File: config.mk
export PLATFORM = sky130hd
export DESIGN_NAME = smf_top
export DESIGN_NICKNAME = d
export VERILOG_FILES = /design/src/logic/smf_pkg.sv /design/src/logic/smf_event_irq.sv /design/src/logic/smf_top.sv /design/src/logic/smf_word_queue.sv
export SDC_FILE = /design/constraint.sdc
export NUM_CORES = 1
export LEC_CHECK = 0
export BUFFER_PORTS_ARGS = -buffer_cell sky130_fd_sc_hd__buf_2
export CORE_ASPECT_RATIO = 0.6
export CORE_UTILIZATION = 35
export CTS_CLUSTER_DIAMETER = 200
export CTS_CLUSTER_SIZE = 25
export DETAILED_ROUTE_END_ITERATION = 10
export PLACE_DENSITY_LB_ADDON = 0.08
export SLEW_MARGIN = 10
export SYNTH_ARGS = -nofsm -noshare
export SYNTH_HDL_FRONTEND = slang
export SYNTH_SLANG_ARGS = --single-unit
File: constraint.sdc
create_clock -name ref_clk -period 6.25 [get_ports ref_clk]
set_input_delay 0.625 -clock ref_clk [delete_from_list [all_inputs] [get_ports ref_clk]]
set_output_delay 0.625 -clock ref_clk [all_outputs]
set_load 0.02 [all_outputs]
File: src/logic/smf_pkg.sv
// shared constants for the sequencer memory and data queue control block
package smf_pkg;

  // register byte offsets on the avalon slave
  localparam logic [13:0] OFS_SEQUENCE_TRIGGER      = 14'h0430;
  localparam logic [13:0] OFS_EXTERNAL_SYNC_OUTPUTS = 14'h2054;
  localparam logic [13:0] OFS_QUEUE_READ_PORT       = 14'h206C;
  localparam logic [13:0] OFS_PROGRAM_ZERO_DESC     = 14'h21CC;
  localparam logic [13:0] OFS_PROGRAM_TWO_DESC      = 14'h21D0;
  localparam logic [13:0] OFS_MEMORY_PARTITION_CTRL = 14'h21D8;
  localparam logic [13:0] OFS_DATA_QUEUE_THRESHOLD  = 14'h21E0;
  localparam logic [13:0] OFS_PROGRAM_THREE_DESC    = 14'h21E4;
  localparam logic [13:0] OFS_PROGRAM_ONE_DESC      = 14'h21E8;
  localparam logic [13:0] OFS_QUEUE_FILL_COUNT      = 14'h2200;
  localparam logic [13:0] OFS_EVENT_STATUS          = 14'h2210;
  localparam logic [13:0] OFS_EVENT_MASK            = 14'h2214;

  // memory partition control fields
  localparam int DATA_MODE_LSB = 9;
  localparam int DATA_SIZE_LSB = 6;
  localparam int CMD_MODE_LSB  = 3;
  localparam int CMD_SIZE_LSB  = 0;
  localparam logic [31:0] PARTITION_RESET = 32'h0000_0410;

  // shared 11-bit field positions of descriptors, threshold and count
  localparam int HI_FIELD_LSB = 16;
  localparam int LO_FIELD_LSB = 0;
  localparam int FIELD11_W    = 11;

  // trigger and sync widths
  localparam int TRIGGER_W = 4;
  localparam int SYNC_W    = 8;

  // event status bit positions
  localparam int EVT_W          = 4;
  localparam int EVT_HIGH_LEVEL = 0;
  localparam int EVT_DROPPED    = 1;
  localparam int EVT_LAUNCHED   = 2;
  localparam int EVT_EMPTY_READ = 3;

  // data queue mode codes
  typedef enum logic [2:0] {
    SMF_QMODE_FIFO   = 3'b010,
    SMF_QMODE_STREAM = 3'b011
  } smf_qmode_t;

  // size codes shared by both partitions, in words of 32 bits
  localparam logic [2:0]  SIZE_CODE_2K  = 3'b001;
  localparam logic [2:0]  SIZE_CODE_4K  = 3'b010;
  localparam logic [2:0]  SIZE_CODE_6K  = 3'b011;
  localparam logic [10:0] WORDS_2K      = 11'h200;
  localparam logic [10:0] WORDS_4K      = 11'h400;
  localparam logic [10:0] WORDS_6K      = 11'h600;

endpackage

File: src/logic/smf_event_irq.sv
// sticky event status, mask and level interrupt
`timescale 1ns/1ps
`default_nettype none
module smf_event_irq #(
  parameter int N = 4
) (
  input  wire logic          ref_clk,
  input  wire logic          rst_n,
  input  wire logic [N-1:0]  event_in,
  input  wire logic          clear_en,
  input  wire logic [N-1:0]  clear_bits,
  input  wire logic          mask_we,
  input  wire logic [N-1:0]  mask_wdata,
  output logic [N-1:0]       status,
  output logic [N-1:0]       mask,
  output logic               irq
);
  // status: a new event wins over the read clear in the same cycle
  always_ff @(posedge ref_clk or negedge rst_n) begin
    if (!rst_n) begin
      status <= '0;
    end else begin
      status <= (status & ~(clear_en ? clear_bits : '0)) | event_in;
    end
  end

  // mask register
  always_ff @(posedge ref_clk or negedge rst_n) begin
    if (!rst_n) begin
      mask <= '0;
    end else if (mask_we) begin
      mask <= mask_wdata;
    end
  end

  // level interrupt while any enabled status bit is set
  assign irq = |(status & mask);
endmodule
`default_nettype wire

File: src/logic/smf_top.sv
// sequencer memory partition, data queue and trigger control with avalon slave
//
// Behaviour
// RULE1: data queue mode bits 11:9, fifo/stream, reset 2
// RULE2: data queue size bits 8:6, 2/4/6 kB; the queue holds at most QUEUE_DEPTH words
// RULE3: command store mode 5:3, size 2:0
// RULE4: threshold bits 26:16 at 0x21E0, rest zero
// RULE5: per program base 10:0, length 26:16
// RULE6: fill count bits 26:16 tracks queue words
// RULE7: eight sync bits drive general purpose outputs
// RULE8: trigger bits 3:0 launch programs, bit0 sets
// RULE9: empty queue read returns zero, no change
// RULE10: flag when count reaches high threshold
//
// Implementation choice: the Avalon-MM slave port.
`timescale 1ns/1ps
`default_nettype none
module smf_top
  import smf_pkg::*;
#(
  parameter int QUEUE_DEPTH = 16
) (
  input  wire logic                   ref_clk,
  input  wire logic                   rst_n,
  // avalon-mm slave
  input  wire logic [13:0]            avs_address,
  input  wire logic                   avs_read,
  input  wire logic                   avs_write,
  input  wire logic [31:0]            avs_writedata,
  input  wire logic [3:0]             avs_byteenable,
  output logic [31:0]                 avs_readdata,
  output logic                        avs_waitrequest,
  // data words from the sequencer into the queue
  input  wire logic                   data_push_valid,
  input  wire logic [31:0]            data_push_data,
  output logic                        data_push_ready,
  // program launch handshake with the sequencer
  output logic [TRIGGER_W-1:0]        launch_program,
  input  wire logic [TRIGGER_W-1:0]   launch_accept,
  output logic [3:0][10:0]            program_base,
  output logic [3:0][10:0]            program_length,
  // partition configuration toward the memory arbiter
  output logic [2:0]                  data_queue_mode,
  output logic [2:0]                  data_queue_size,
  output logic [2:0]                  command_store_mode,
  output logic [2:0]                  command_store_size,
  // sync pins and status
  output logic [SYNC_W-1:0]           sync_out,
  output logic                        queue_high_level,
  output logic                        irq
);

  // merge written bytes into an old register value
  function automatic logic [31:0] merge_bytes(input logic [31:0] old_v,
                                              input logic [31:0] new_v,
                                              input logic [3:0]  be);
    logic [31:0] r;
    r = old_v;
    for (int i = 0; i < 4; i++) begin
      if (be[i]) begin
        r[i*8 +: 8] = new_v[i*8 +: 8];
      end
    end
    return r;
  endfunction

  // words held by a size code, zero for reserved codes
  function automatic logic [10:0] size_words(input logic [2:0] code);
    case (code)
      SIZE_CODE_2K: size_words = WORDS_2K;
      SIZE_CODE_4K: size_words = WORDS_4K;
      SIZE_CODE_6K: size_words = WORDS_6K;
      default:      size_words = 11'h000;
    endcase
  endfunction

  // pack two 11-bit fields into a register image
  function automatic logic [31:0] pack_hi_lo(input logic [10:0] hi,
                                             input logic [10:0] lo);
    logic [31:0] r;
    r = 32'h0000_0000;
    r[HI_FIELD_LSB +: FIELD11_W] = hi;
    r[LO_FIELD_LSB +: FIELD11_W] = lo;
    return r;
  endfunction

  // bus slave state
  typedef enum logic [1:0] {
    SMF_BUS_IDLE = 2'b00,
    SMF_BUS_DONE = 2'b01
  } smf_bus_t;

  smf_bus_t           bus_state;      // idle or answering
  logic [31:0]        read_latch;     // read data captured on the first edge
  logic [31:0]        next_read;      // read mux output
  logic               accept;         // edge at which the access completes
  logic               wr_acc;         // completing write
  logic               rd_acc;         // completing read
  logic [31:0]        wr_merged;      // write data merged over current value
  logic [31:0]        cur_value;      // value now at the addressed register

  logic [31:0]        partition;      // memory partition control
  logic [10:0]        high_thres;     // data queue high threshold
  logic [3:0][10:0]   base_q;         // program bases
  logic [3:0][10:0]   length_q;       // program lengths
  logic [TRIGGER_W-1:0] trigger;      // pending launch bits
  logic [SYNC_W-1:0]  sync_q;         // sync output bits

  logic [31:0]        q_head;         // oldest queue word
  logic [10:0]        q_count;        // words held
  logic               q_dropped;      // stream overwrite pulse
  logic               q_pop;          // read of the queue port
  logic               empty_read;     // read of the port while empty
  logic [EVT_W-1:0]   evt;            // events into the status register
  logic [EVT_W-1:0]   evt_status;     // sticky status
  logic [EVT_W-1:0]   evt_mask;       // interrupt mask
  logic [EVT_W-1:0]   status_snap;    // status seen by the pending read

  // the first edge of a request captures data, the second completes it
  assign avs_waitrequest = (avs_read || avs_write) && (bus_state == SMF_BUS_IDLE);
  assign accept = (avs_read || avs_write) && (bus_state == SMF_BUS_DONE);
  assign wr_acc = accept && avs_write;
  assign rd_acc = accept && avs_read;
  assign wr_merged = merge_bytes(cur_value, avs_writedata, avs_byteenable);
  assign avs_readdata = read_latch;

  // bus handshake state
  always_ff @(posedge ref_clk or negedge rst_n) begin
    if (!rst_n) begin
      bus_state <= SMF_BUS_IDLE;
    end else begin
      case (bus_state)
        SMF_BUS_IDLE: begin
          if (avs_read || avs_write) begin
            bus_state <= SMF_BUS_DONE;
          end
        end
        SMF_BUS_DONE: bus_state <= SMF_BUS_IDLE;
        default:      bus_state <= SMF_BUS_IDLE;
      endcase
    end
  end

  // register read mux; unmapped addresses read zero
  always_comb begin
    next_read = 32'h0000_0000;
    case (avs_address)
      OFS_SEQUENCE_TRIGGER:      next_read = {28'h000_0000, trigger};
      OFS_EXTERNAL_SYNC_OUTPUTS: next_read = {24'h00_0000, sync_q};
      OFS_QUEUE_READ_PORT:       next_read = (q_count != 11'h000) ? q_head
                                                                  : 32'h0000_0000; // see RULE9
      OFS_PROGRAM_ZERO_DESC:     next_read = pack_hi_lo(length_q[0], base_q[0]);
      OFS_PROGRAM_ONE_DESC:      next_read = pack_hi_lo(length_q[1], base_q[1]);
      OFS_PROGRAM_TWO_DESC:      next_read = pack_hi_lo(length_q[2], base_q[2]);
      OFS_PROGRAM_THREE_DESC:    next_read = pack_hi_lo(length_q[3], base_q[3]); // see RULE5
      OFS_MEMORY_PARTITION_CTRL: next_read = partition;
      OFS_DATA_QUEUE_THRESHOLD:  next_read = pack_hi_lo(high_thres, 11'h000); // see RULE4
      OFS_QUEUE_FILL_COUNT:      next_read = pack_hi_lo(q_count, 11'h000); // see RULE6
      OFS_EVENT_STATUS:          next_read = {28'h000_0000, evt_status};
      OFS_EVENT_MASK:            next_read = {28'h000_0000, evt_mask};
      default:                   next_read = 32'h0000_0000;
    endcase
  end
  assign cur_value = next_read;

  // capture read data and the status image on the first edge
  always_ff @(posedge ref_clk or negedge rst_n) begin
    if (!rst_n) begin
      read_latch  <= 32'h0000_0000;
      status_snap <= '0;
    end else if ((bus_state == SMF_BUS_IDLE) && avs_read) begin
      read_latch  <= next_read;
      status_snap <= evt_status;
    end
  end

  // memory partition control, only the 12 defined bits store
  always_ff @(posedge ref_clk or negedge rst_n) begin
    if (!rst_n) begin
      partition <= PARTITION_RESET; // see RULE1
    end else if (wr_acc && avs_address == OFS_MEMORY_PARTITION_CTRL) begin
      partition <= {20'h0_0000, wr_merged[11:0]};
    end
  end
  assign data_queue_mode    = partition[DATA_MODE_LSB +: 3]; // see RULE1
  assign data_queue_size    = partition[DATA_SIZE_LSB +: 3]; // see RULE2
  assign command_store_mode = partition[CMD_MODE_LSB +: 3];  // see RULE3
  assign command_store_size = partition[CMD_SIZE_LSB +: 3];  // see RULE3

  // high threshold
  always_ff @(posedge ref_clk or negedge rst_n) begin
    if (!rst_n) begin
      high_thres <= 11'h000;
    end else if (wr_acc && avs_address == OFS_DATA_QUEUE_THRESHOLD) begin
      high_thres <= wr_merged[HI_FIELD_LSB +: FIELD11_W]; // see RULE4
    end
  end

  // program descriptors, one per launchable program
  always_ff @(posedge ref_clk or negedge rst_n) begin
    if (!rst_n) begin
      base_q   <= '0;
      length_q <= '0;
    end else if (wr_acc) begin
      case (avs_address)
        OFS_PROGRAM_ZERO_DESC: begin
          base_q[0]   <= wr_merged[LO_FIELD_LSB +: FIELD11_W];
          length_q[0] <= wr_merged[HI_FIELD_LSB +: FIELD11_W];
        end
        OFS_PROGRAM_ONE_DESC: begin
          base_q[1]   <= wr_merged[LO_FIELD_LSB +: FIELD11_W];
          length_q[1] <= wr_merged[HI_FIELD_LSB +: FIELD11_W];
        end
        OFS_PROGRAM_TWO_DESC: begin
          base_q[2]   <= wr_merged[LO_FIELD_LSB +: FIELD11_W];
          length_q[2] <= wr_merged[HI_FIELD_LSB +: FIELD11_W];
        end
        OFS_PROGRAM_THREE_DESC: begin
          base_q[3]   <= wr_merged[LO_FIELD_LSB +: FIELD11_W]; // see RULE5
          length_q[3] <= wr_merged[HI_FIELD_LSB +: FIELD11_W];
        end
        default: begin
        end
      endcase
    end
  end
  assign program_base   = base_q;
  assign program_length = length_q;

  // launch bits: bit 0 only sets on write, bits 3:1 follow the write,
  // the sequencer accept clears a bit unless software sets it again
  always_ff @(posedge ref_clk or negedge rst_n) begin
    if (!rst_n) begin
      trigger <= '0;
    end else begin
      for (int i = 0; i < TRIGGER_W; i++) begin
        if (wr_acc && avs_address == OFS_SEQUENCE_TRIGGER && avs_byteenable[0]
            && (avs_writedata[i] || i != 0)) begin
          trigger[i] <= avs_writedata[i]; // see RULE8
        end else if (launch_accept[i]) begin
          trigger[i] <= 1'b0;
        end
      end
    end
  end
  assign launch_program = trigger; // see RULE8

  // sync output bits
  always_ff @(posedge ref_clk or negedge rst_n) begin
    if (!rst_n) begin
      sync_q <= '0;
    end else if (wr_acc && avs_address == OFS_EXTERNAL_SYNC_OUTPUTS) begin
      sync_q <= wr_merged[SYNC_W-1:0]; // see RULE7
    end
  end
  assign sync_out = sync_q; // see RULE7

  // a queue read pops only when a word is held
  assign q_pop      = rd_acc && (avs_address == OFS_QUEUE_READ_PORT); // see RULE9
  assign empty_read = q_pop && (q_count == 11'h000);

  smf_word_queue #(
    .WIDTH (32),
    .DEPTH (QUEUE_DEPTH)
  ) u_queue (
    .ref_clk     (ref_clk),
    .rst_n       (rst_n),
    .capacity    (size_words(data_queue_size)), // see RULE2
    .stream_mode (data_queue_mode == SMF_QMODE_STREAM), // see RULE1
    .push_valid  (data_push_valid),
    .push_data   (data_push_data),
    .push_ready  (data_push_ready),
    .pop         (q_pop),
    .head        (q_head),
    .count       (q_count),
    .dropped     (q_dropped)
  );

  // high level flag while the count is at or above the threshold
  assign queue_high_level = (q_count >= high_thres); // see RULE10

  // events into the sticky status
  always_comb begin
    evt                 = '0;
    evt[EVT_HIGH_LEVEL] = queue_high_level; // see RULE10
    evt[EVT_DROPPED]    = q_dropped;
    evt[EVT_LAUNCHED]   = |(trigger & launch_accept);
    evt[EVT_EMPTY_READ] = empty_read;
  end

  smf_event_irq #(
    .N (EVT_W)
  ) u_irq (
    .ref_clk    (ref_clk),
    .rst_n      (rst_n),
    .event_in   (evt),
    .clear_en   (rd_acc && avs_address == OFS_EVENT_STATUS),
    .clear_bits (status_snap),
    .mask_we    (wr_acc && avs_address == OFS_EVENT_MASK && avs_byteenable[0]),
    .mask_wdata (avs_writedata[EVT_W-1:0]),
    .status     (evt_status),
    .mask       (evt_mask),
    .irq        (irq)
  );

endmodule
`default_nettype wire

File: src/logic/smf_word_queue.sv
// data queue with flip-flop storage, fifo and stream modes and a live count
`timescale 1ns/1ps
`default_nettype none
module smf_word_queue #(
  parameter int WIDTH = 32,
  parameter int DEPTH = 16
) (
  input  wire logic              ref_clk,
  input  wire logic              rst_n,
  input  wire logic [10:0]       capacity,
  input  wire logic              stream_mode,
  input  wire logic              push_valid,
  input  wire logic [WIDTH-1:0]  push_data,
  output logic                   push_ready,
  input  wire logic              pop,
  output logic [WIDTH-1:0]       head,
  output logic [10:0]            count,
  output logic                   dropped
);
  localparam int PW = $clog2(DEPTH);
  localparam logic [10:0] DEPTH_W = 11'(DEPTH);

  logic [WIDTH-1:0] mem [DEPTH];  // storage, indexed by pointer
  logic [PW-1:0]    wr_ptr;       // next slot to fill
  logic [PW-1:0]    rd_ptr;       // oldest word
  logic [10:0]      cap_eff;      // capacity bounded by physical depth
  logic             full;         // no free slot within capacity
  logic             empty;        // nothing held
  logic             do_push;      // word accepted this cycle
  logic             do_pop;       // oldest word leaves this cycle
  logic             do_drop;      // stream mode discards the oldest word

  // capacity cannot exceed the flip-flops actually built
  assign cap_eff = (capacity > DEPTH_W) ? DEPTH_W : capacity;
  assign full    = (count >= cap_eff);
  assign empty   = (count == 11'h000);
  // fifo mode stalls the source when full; stream mode keeps accepting
  assign push_ready = (cap_eff != 11'h000) && (!full || stream_mode || pop);
  assign do_push = push_valid && push_ready;
  assign do_pop  = pop && !empty;
  assign do_drop = do_push && full && stream_mode && !do_pop && !empty;
  assign head    = mem[rd_ptr];
  assign dropped = do_drop;

  // storage write
  always_ff @(posedge ref_clk) begin
    if (do_push) begin
      mem[wr_ptr] <= push_data;
    end
  end

  // pointers
  always_ff @(posedge ref_clk or negedge rst_n) begin
    if (!rst_n) begin
      wr_ptr <= '0;
      rd_ptr <= '0;
    end else begin
      if (do_push) begin
        wr_ptr <= PW'((wr_ptr + 1'b1) % DEPTH);
      end
      if (do_pop || do_drop) begin
        rd_ptr <= PW'((rd_ptr + 1'b1) % DEPTH);
      end
    end
  end

  // word count follows pushes and pops (see RULE6)
  always_ff @(posedge ref_clk or negedge rst_n) begin
    if (!rst_n) begin
      count <= 11'h000;
    end else if (do_push && !do_pop && !do_drop) begin
      count <= count + 11'h001;
    end else if (do_pop && !do_push) begin
      count <= count - 11'h001;
    end
  end
endmodule
`default_nettype wire
==> impl_metrics.json, run 1 <==
{
  "min_period_ns": 4.92,
  "r2r_cells": 11,
  "overflow": 0,
  "r2r_slack_ns": 1.33,
  "ys_types": 88,
  "synth_nets": 1883,
  "h-tree-depth": 1,
  "netlist.area_leader.share": 0.522,
  "synth_flop_cell": "edfxtp_1",
  "yosys-mux-area-fraction": 0.146,
  "cts_tree": "yes",
  "synth_fa_ha_area_frac": 0.0117,
  "slew_viol_final": 0,
  "async_flop_share": 0.268,
  "antenna_found_initial": 6,
  "fin_crit_sh": 0.787,
  "regToRegEndpoint": "u_queue.count[10]",
  "critPathKind": "reg2reg",
  "setup_viol": 0,
  "cellPowerDensity_mw_per_mm2": 236,
  "dr.pass1.iters": 6,
  "via_count": 17328,
  "fmax_mhz": 203,
  "clkLatencyLatePin_ns": 0.66,
  "cp_data_arrival_time_ns": 5.46,
  "ys_seq_elements": 699,
  "cts_max_path_buffers": 3,
  "relSlewSlack": 0.260,
  "ant_nets": 0,
  "drt_wl_total_um": 91600,
  "cp.required_ns": 6.80,
  "drt_iter0_drc": 1718,
  "synthCells": 1765,
  "setup_tns_ns": 0,
  "critPathLaunchType": "flip-flop",
  "syn2layout_area_growth_pct": 11.5,
  "r2r_start": "u_queue.count[6]",
  "rsz0062_at_grt": "no",
  "worstMarginPinSlew_ns": 1.10,
  "dieWidth_um": 377,
  "fill_cells": 7752,
  "first_global_vias": 16889,
  "synthXorXnorAreaFrac": 0.00416,
  "grt_pass1_wl_um": 128000,
  "wl_per_cell_um": 29.2,
  "synth_area_mm2": 0.0295,
  "fin_skew_ns": 0.0293,
  "grt_max_degree": 159,
  "yosysTopAreaCell": "edfxtp_1",
  "peakVddDrop_uv": 206,
  "cts.sinks": 699,
  "grt.total_usage": 0.211,
  "multi_input_area_mm2": 0.00884,
  "root_buffer": "clkbuf_16",
  "yosys-top-cells-area": "edfxtp_1, dfrtp_1, mux4_2, mux2i_1, nand2_1",
  "fin_util": 0.394,
  "hpwl_um": 60000,
  "nets": 2099,
  "dieArea_mm2": 0.0854,
  "endpoint_kind": "flip-flop",
  "drive_above_1_share": 0.273,
  "synth_top_family_by_area": "multiplexers",
  "synth_edf_count": 512,
  "num_rows": 82,
  "portBuffers": 229,
  "die_h_um": 227,
  "routabilityCongestion": 0.877,
  "min_from": "launch_accept[0]",
  "synth-compound-area-share": 0.0746,
  "status": "finished clean",
  "holdPathEnd": "launch_program[0]",
  "io_pins": 239,
  "cp_max_fo": 22,
  "hold_depth": 2,
  "p_leak_nw": 11.6,
  "drcViolationCount": 0,
  "synth-seq-area-share": 0.681,
  "hold_class": "in2reg",
  "syn_area_per_cell_um2": 16.7,
  "vias_per_cell": 5.52,
  "cts_resized": 0,
  "initial_core_util": 0.353,
  "yosysWarnings": 0,
  "synth_simple_gate_area_frac": 0.0626,
  "coreArea_mm2": 0.0834,
  "seqCellArea_mm2": 0.0201,
  "maxCapViolCount": 0,
  "clkSlewWorstSetupHoldPaths_ns": 0.11,
  "hold_viol_final": 0,
  "postCtsSetupRepairBufs": 0,
  "cts_made_buffers": 31
}
## repair_timing
action	4_1_cts	5_1_grt
endpoints found under the setup margin	0	0
hold endpoints to repair	29	0
hold buffers	1	0
## metal layers
metal,global-route usage,part of all wire,up-vias
met5,0,0.00039,-
met4,0.0254,0.012,6
met3,0.0460,0.067,72
met2,0.283,0.41,531
met1,0.349,0.51,9287
li1,-,-,7432
## registers in the layout (all words and copies together) (netlist names)
name and cells:
partition 12, avs_readdata 32, u_queue.count 11, program_base 44, bus_state 1, program_length 44, u_irq.mask 4, u_queue.wr_ptr 4
status_snap 4, u_irq.status 4, launch_program 4, u_queue.mem 512, sync_out 8, u_queue.rd_ptr 4, high_thres 11
## cells by family after synthesis
kind of cell / after synthesis
compound gates: 312
xor+xnor: 14
fa+ha+maj: 27
buf+inv: 124
flops: 699
mux: 239
simple gates: 350
## final cells by class
| cell class | instances | area share |
|---|---|---|
| Clock buffer | 54 | 0.0262 |
| Clock inverter | 1 | 0.000533 |
| Tap cell | 1134 | 0.0432 |
| Inverter | 33 | 0.00377 |
| Timing Repair Buffer | 274 | 0.0466 |
| Antenna cell | 1 | 0.0000761 |
| Sequential cell | 699 | 0.611 |
| Multi-Input combinational cell | 942 | 0.269 |
## synth_stat cells, types with 23 or more instances
| cell type | number |
|---|---|
| mux4_2 | 146 |
| mux2i_1 | 66 |
| o21ai_0 | 72 |
| a21oi_1 | 70 |
| nor2_1 | 71 |
| buf_2 | 29 |
| nand3_1 | 31 |
| and3_1 | 26 |
| inv_1 | 31 |
| dfrtp_1 | 185 |
| clkbuf_1 | 39 |
| a22oi_1 | 28 |
| ha_1 | 26 |
| edfxtp_1 | 512 |
| nand2b_1 | 23 |
| nand2_1 | 112 |
## cell usage in the layout, fill, tap and decap left out, types with 10 or more instances in the layout
cell type and instances:
edfxtp_1 512, a31oi_1 10, ha_1 26, dfrtp_1 182, buf_4 41, mux2_2 18, and2_1 14, a222oi_1 10
a22oi_1 28, and3_1 11, mux4_2 146, nand2b_1 23, a21oi_1 70, clkbuf_16 31, clkbuf_1 23, o21ai_0 72
xnor2_1 10, buf_2 228, nand3_1 31, a211oi_1 13, nor2_1 71, a221oi_1 18, a221oi_2 11, nand2_1 112
o21ai_1 20, and3_2 15, inv_1 31, mux2i_1 66
## worst max-delay path, stage by stage, from the launching register on
cell	delay, ns
dfrtp_1	0.56
nor4_1	0.87
o2111ai_1	0.34
a31oi_2	0.91
o211ai_4	0.38
fa_1	0.53
a211oi_1	0.26
o21ai_0	0.25
o2111ai_1	0.25
nand2_1	0.13
mux2i_1	0.15
xor2_1	0.17
## report_power, final
part           switching, mW  total [mW]  leakage (nW)  internal (mW)
Clock                   1.47        2.43         0.422          0.965
Combinational          0.222       0.301          4.10         0.0796
Sequential            0.0200        5.03          7.11           5.01
Total                   1.71        7.76          11.6           6.05
## worst max path at each step
stage,from,endpoint,slack [ns],cells after the start
floorplan,avs_address[12],u_queue.mem[3][0],1.44,7
CTS,u_queue.count[6],u_queue.count[10],1.44,11
finish,u_queue.count[6],u_queue.count[10],1.33,11
global placement,u_queue.count[6],u_queue.count[10],1.56,11
global route,u_queue.count[6],u_queue.count[10],1.05,11
detailed placement,u_queue.count[6],u_queue.count[10],1.48,11
## per-stage QoR
stage / area [um2] / setup slack, ns / hold WS [ns] / power, mW / std cells
floorplan: 29500 / 1.44 / 0.329 / 5.25 / 1765
finish: 32900 / 1.33 / 0.168 / 7.76 / 3138
detailed placement: 32000 / 1.48 / 0.467 / 5.43 / 3081
global placement: 32000 / 1.56 / 0.459 / 5.42 / 3081
CTS: 32900 / 1.44 / 0.125 / 7.84 / 3137
global route: 32900 / 1.05 / 0.153 / 8.01 / 3137
Note: power is estimated with default switching activity, not from simulation.
==> run 2, diff against run 1 <==
==> constraint.sdc (replaced) <==
create_clock -name ref_clk -period 4.01 [get_ports ref_clk]
set_input_delay 0.401 -clock ref_clk [delete_from_list [all_inputs] [get_ports ref_clk]]
set_output_delay 0.401 -clock ref_clk [all_outputs]
set_load 0.02 [all_outputs]
==> run 2 against run 1 <==
  * Via count up 2.1%
  * Maximum frequency increased by 37%
  * Register-to-register slack got worse by 0.92 ns
  * Global-route usage increased by 0.13 points
  * Routed wire length increased by 0.90%
  * First-iteration DRC count grew 7.0%
  * Die area stayed put
  * Flip-flop and latch count did not move
  * Worst hold slack worse by 0.12 ns
  * Non-clock buffer count is 65 higher
  * Clock power increased by 56%
  * Critical endpoint is now u_queue.count[9]
  * Largest cell class unchanged
  * Highest routed layer unchanged
==> impl_metrics.json, run 2 (same netlist as run 1, synthesis figures left out) <==
{
  "status": "finished clean",
  "hold_viol_final": 0,
  "hold_class": "in2reg",
  "grt_pass1_wl_um": 129000,
  "hpwl_um": 62300,
  "cp_max_fo": 12,
  "globalRoute.busiestLayer": "met1",
  "portBuffers": 229,
  "largest_register_ffs": 512,
  "min_period_ns": 3.60,
  "io_pins": 239,
  "layout_common_cells": "edfxtp_1, buf_2, dfrtp_1",
  "cts_tree": "yes",
  "endpoint_kind": "flip-flop",
  "place_area_mm2": 0.0324,
  "maxCapViolCount": 0,
  "drt_wl_total_um": 92500,
  "die_h_um": 227,
  "use_met2": 0.285,
  "fin_crit_sh": 0.898,
  "fin_area_mm2": 0.0334,
  "power.total_mw": 12.1,
  "critPathLaunchType": "flip-flop",
  "p_leak_nw": 12.0,
  "syn2layout_area_growth_pct": 13.4,
  "via_count": 17698,
  "root_buffer": "clkbuf_16",
  "drt_iter0_drc": 1839,
  "vias_per_cell": 5.52,
  "cp.required_ns": 4.55,
  "drcViolationCount": 0,
  "setup_tns_ns": 0,
  "setup_slack_ns": 0.410,
  "clkSlewWorstSetupHoldPaths_ns": 0.11,
  "peakVddDrop_uv": 332,
  "rsz0062_at_grt": "no",
  "clkLatencyLatePin_ns": 0.66,
  "dieWidth_um": 377,
  "grtUsageMet3": 0.0485,
  "fill_cells": 7675,
  "dr.pass1.iters": 5,
  "nets": 2164,
  "grt_max_degree": 87,
  "postCtsSetupRepairBufs": 0,
  "relSlewSlack": 0.229,
  "h-tree-depth": 1,
  "ant_nets": 0,
  "coreArea_mm2": 0.0834,
  "wl_per_cell_um": 28.8,
  "mostFrequentLayoutCell": "edfxtp_1",
  "cts_made_buffers": 31,
  "first_global_vias": 17196,
  "num_rows": 82,
  "critPathKind": "reg2reg",
  "worstMarginPinSlew_ns": 1.16,
  "overflow": 0,
  "cellPowerDensity_mw_per_mm2": 363,
  "slew_viol_final": 0,
  "drive_above_1_share": 0.292,
  "setup_viol": 0,
  "use_met1": 0.347,
  "place_ws_ns": 0.248,
  "fmax_mhz": 278,
  "largest-register": "u_queue.mem",
  "cts_max_path_buffers": 3,
  "fin_skew_ns": 0.0310,
  "antenna_found_initial": 6,
  "initial_core_util": 0.353,
  "grt.total_usage": 0.212,
  "routabilityCongestion": 0.899,
  "cts.sinks": 699,
  "dieArea_mm2": 0.0854,
  "cp_data_arrival_time_ns": 4.13
}
run 2: changes by cell type in the layout (fill, tap and decap cells not counted):
cell           change
buf_12             +3
buf_4             +55
clkbuf_1           +2
dlygate4sd3_1      +7
inv_6              +1
nor3_2             -1
nor3_4             +1
nor4_1             +1
nor4_2             -1
run 2: final cells by class:
class	count	area [um2]	area share
antenna	1	2.50	0.0000749
clock buffer	56	870	0.0260
clock inverter	2	26.3	0.000786
inverter	33	124	0.00371
multi-input combinational	942	8840	0.265
sequential	699	20100	0.600
tap	1134	1420	0.0424
timing repair buffer	339	2080	0.0621
run 2: path summary, 6_finish.rpt:
kind	start	to	slack (ns)	cells past startpoint
worst min-delay path	avs_writedata[3]	launch_program[3]	0.05	3
worst max register to register	partition[8]	u_queue.count[9]	0.41	13
worst max-delay path	partition[8]	u_queue.count[9]	0.41	13
min in group asynchronous	rst_n	avs_readdata[1]	0.30	2
worst min register to register	avs_readdata[30]	avs_readdata[30]	0.49	2
max in group asynchronous	rst_n	u_queue.count[7]	2.62	3
run 2: where the power goes:
group	leakage, nW	total (mW)	switching (mW)	internal [mW]
clock network	0.429	3.80	2.28	1.52
registers	7.11	7.84	0.0334	7.81
logic	4.44	0.491	0.358	0.134
run 2: layer usage:
metal / vias to the layer above / routed length [um]
met5: - / 28
met4: 4 / 1400
met3: 86 / 6780
met2: 588 / 37900
met1: 9445 / 46300
li1: 7575 / -
run 2: worst max-delay path, cell delays in order, from the launching register on:
cell and delay (ns):
dfrtp_1 0.40, o21ba_2 0.34, ha_1 0.26, inv_1 0.07, o2111ai_1 0.22, a31oi_2 0.33
o211ai_4 0.24, ha_1 0.37, a211o_1 0.32, a21oi_1 0.23, o21ai_0 0.13, o211ai_1 0.15
o31ai_1 0.14, mux2_4 0.28
run 2: timing repair:
| action | 4_1_cts | 5_1_grt |
|---|---|---|
| resized for setup | 0 | 0 |
| hold buffers | 8 | 0 |
| endpoints found under the setup margin | 0 | 0 |
| hold endpoints to repair | 72 | 0 |
run 2: per-stage QoR:
step / util / std cells / hold WS (ns)
after floorplan: - / 1765 / 0.105
after global placement: 0.389 / 3139 / 0.466
after detailed placement: 0.389 / 3139 / 0.475
after CTS: 0.401 / 3205 / 0.00838
final: 0.401 / 3206 / 0.0524
after global routing: 0.401 / 3206 / 0.0243
==> run 3, diff against run 2 <==
--- a/config.mk
+++ b/config.mk
@@ -7,7 +7,7 @@
 export LEC_CHECK = 0
 export BUFFER_PORTS_ARGS = -buffer_cell sky130_fd_sc_hd__buf_2
 export CORE_ASPECT_RATIO = 0.6
-export CORE_UTILIZATION = 35
+export CORE_UTILIZATION = 40
 export CTS_CLUSTER_DIAMETER = 200
 export CTS_CLUSTER_SIZE = 25
 export DETAILED_ROUTE_END_ITERATION = 10
==> run 3 against run 2 <==
  * Worst hold slack worse by 0.018 ns
  * Critical path depth unchanged
  * Via count up 0.23%
  * Maximum frequency down 0.22%
  * Flip-flop and latch count unchanged
  * Count of clock-buffer cells in the layout down 2
  * Core utilization up 5.9 points
  * Non-clock buffer count down 17
  * Clock power down 2%
  * Design area down 0.68%
  * Critical endpoint is now u_queue.count[10]
==> impl_metrics.json, run 3 (same netlist as run 1, synthesis figures left out) <==
{
  "cellPowerDensity_mw_per_mm2": 363,
  "grt_max_degree": 92,
  "drt_wl_total_um": 88500,
  "slowest_stage": "fa_1",
  "clkLatencyLatePin_ns": 0.65,
  "layout_common_cells": "edfxtp_1, buf_2, dfrtp_1",
  "worstMarginPinSlew_ns": 1.10,
  "critPathLaunchType": "flip-flop",
  "via_count": 17738,
  "routabilityCongestion": 0.931,
  "power.total_mw": 12.1,
  "setup_slack_ns": 0.402,
  "drcViolationCount": 0,
  "path_delay_family": "compound AO/OA/AOI/OAI gates",
  "die_h_um": 212,
  "dr.pass1.iters": 8,
  "grt.total_usage": 0.235,
  "endpoint_kind": "flip-flop",
  "cts_made_buffers": 31,
  "peakVddDrop_uv": 291,
  "rsz0062_at_grt": "no",
  "setup_viol": 0,
  "postCtsSetupRepairBufs": 0,
  "ant_nets": 0,
  "largest-register": "u_queue.mem",
  "cp_common_cell": "o2111ai_1",
  "place_ws_ns": 0.331,
  "p_leak_nw": 11.9,
  "dieWidth_um": 352,
  "syn2layout_area_growth_pct": 12.7,
  "cp.required_ns": 4.53,
  "antenna_found_initial": 8,
  "clkSlewWorstSetupHoldPaths_ns": 0.11,
  "nets": 2147,
  "min_period_ns": 3.61,
  "portBuffers": 229,
  "slew_viol_final": 0,
  "maxCapViolCount": 0,
  "status": "finished clean",
  "root_buffer": "clkbuf_16",
  "io_pins": 239,
  "cts_tree": "yes",
  "first_global_vias": 17267,
  "initial_core_util": 0.408,
  "max_stage_delay_ns": 0.49,
  "fin_crit_sh": 0.900,
  "coreArea_mm2": 0.0723,
  "cp_data_arrival_time_ns": 4.13,
  "drt_iter0_drc": 2062,
  "drive_above_1_share": 0.286,
  "path_cells": "o21ba_2 -> ha_1 -> inv_1 -> o2111ai_1 -> a31oi_2 -> o211ai_4 -> fa_1 -> a211oi_1 -> o21ai_0 -> o2111ai_1 -> nand2_1 -> mux2i_1 -> xor2_1",
  "fin_skew_ns": 0.0308,
  "num_rows": 76,
  "hold_class": "in2reg",
  "path_buf_inv": 1,
  "critPathKind": "reg2reg",
  "mostFrequentLayoutCell": "edfxtp_1",
  "grt_pass1_wl_um": 127000,
  "hpwl_um": 60600,
  "vias_per_cell": 5.86,
  "setup_tns_ns": 0,
  "overflow": 0,
  "cp_max_fo": 12,
  "dieArea_mm2": 0.0748,
  "wl_per_cell_um": 29.2,
  "hold_viol_final": 0,
  "relSlewSlack": 0.265,
  "fmax_mhz": 277,
  "h-tree-depth": 1,
  "largest_register_ffs": 512,
  "cts_max_path_buffers": 3,
  "cts.sinks": 699
}
## run 3: cell types whose count changed in the layout (fill, tap and decap cells not counted)
cell	change
buf_4	-25
buf_12	+9
clkbuf_1	-2
diode_2	+2
dlygate4sd3_1	-1
inv_6	-1
## run 3: report_power, final
| part | switching (mW) | internal, mW |
|---|---|---|
| clock network | 2.22 | 1.50 |
| registers | 0.0335 | 7.81 |
| logic | 0.355 | 0.131 |
## run 3: area by class of cell
type / instances / area [um2]
Antenna cell: 3 / 7.51
Clock buffer: 54 / 862
Clock inverter: 1 / 17.5
Fill cell: 6404 / 39100
Inverter: 33 / 124
Multi-Input combinational cell: 942 / 8840
Sequential cell: 699 / 20100
Tap cell: 975 / 1220
Timing Repair Buffer: 322 / 2060
## run 3: path summary, 6_finish.rpt
kind / from / to / slack, ns / cells after the start
setup / recovery: partition[8] / u_queue.count[10] / 0.40 / 13
hold / removal: avs_writedata[3] / launch_program[3] / 0.03 / 3
setup reg to reg: partition[8] / u_queue.count[10] / 0.40 / 13
hold reg to reg: avs_readdata[15] / avs_readdata[15] / 0.49 / 2
max in group asynchronous: rst_n / partition[10] / 2.55 / 3
min in group asynchronous: rst_n / u_irq.mask[3] / 0.43 / 2
## run 3: per-layer routing
metal  vias up  part of all wire  track usage
met5         -           0.00038            0
li1       7533                 -            -
met1      9490              0.49        0.384
met3        84             0.082       0.0536
met4         6             0.014       0.0321
met2       625              0.41        0.320
## run 3: tightest hold or removal path, stage by stage
cell and delay, ns:
buf_2 0.14, nand2_1 0.05, o21ai_0 0.06
## run 3: what timing repair did
| action | in CTS | in global routing |
|---|---|---|
| setup endpoints to repair | 0 | 0 |
| gates resized for setup | 0 | 0 |
| endpoints found under the hold margin | 89 | 0 |
| hold buffers | 7 | 0 |
## run 3: per-stage QoR
step	hold slack [ns]	std cells	cell area [um2]	util
3_3_place_gp	0.466	2964	32200	0.446
2_1_floorplan	0.105	1765	29500	-
4_1_cts	0.000452	3026	33200	0.459
6_report	0.0340	3029	33200	0.459
3_5_place_dp	0.470	2964	32200	0.446
5_1_grt	0.00612	3026	33200	0.459
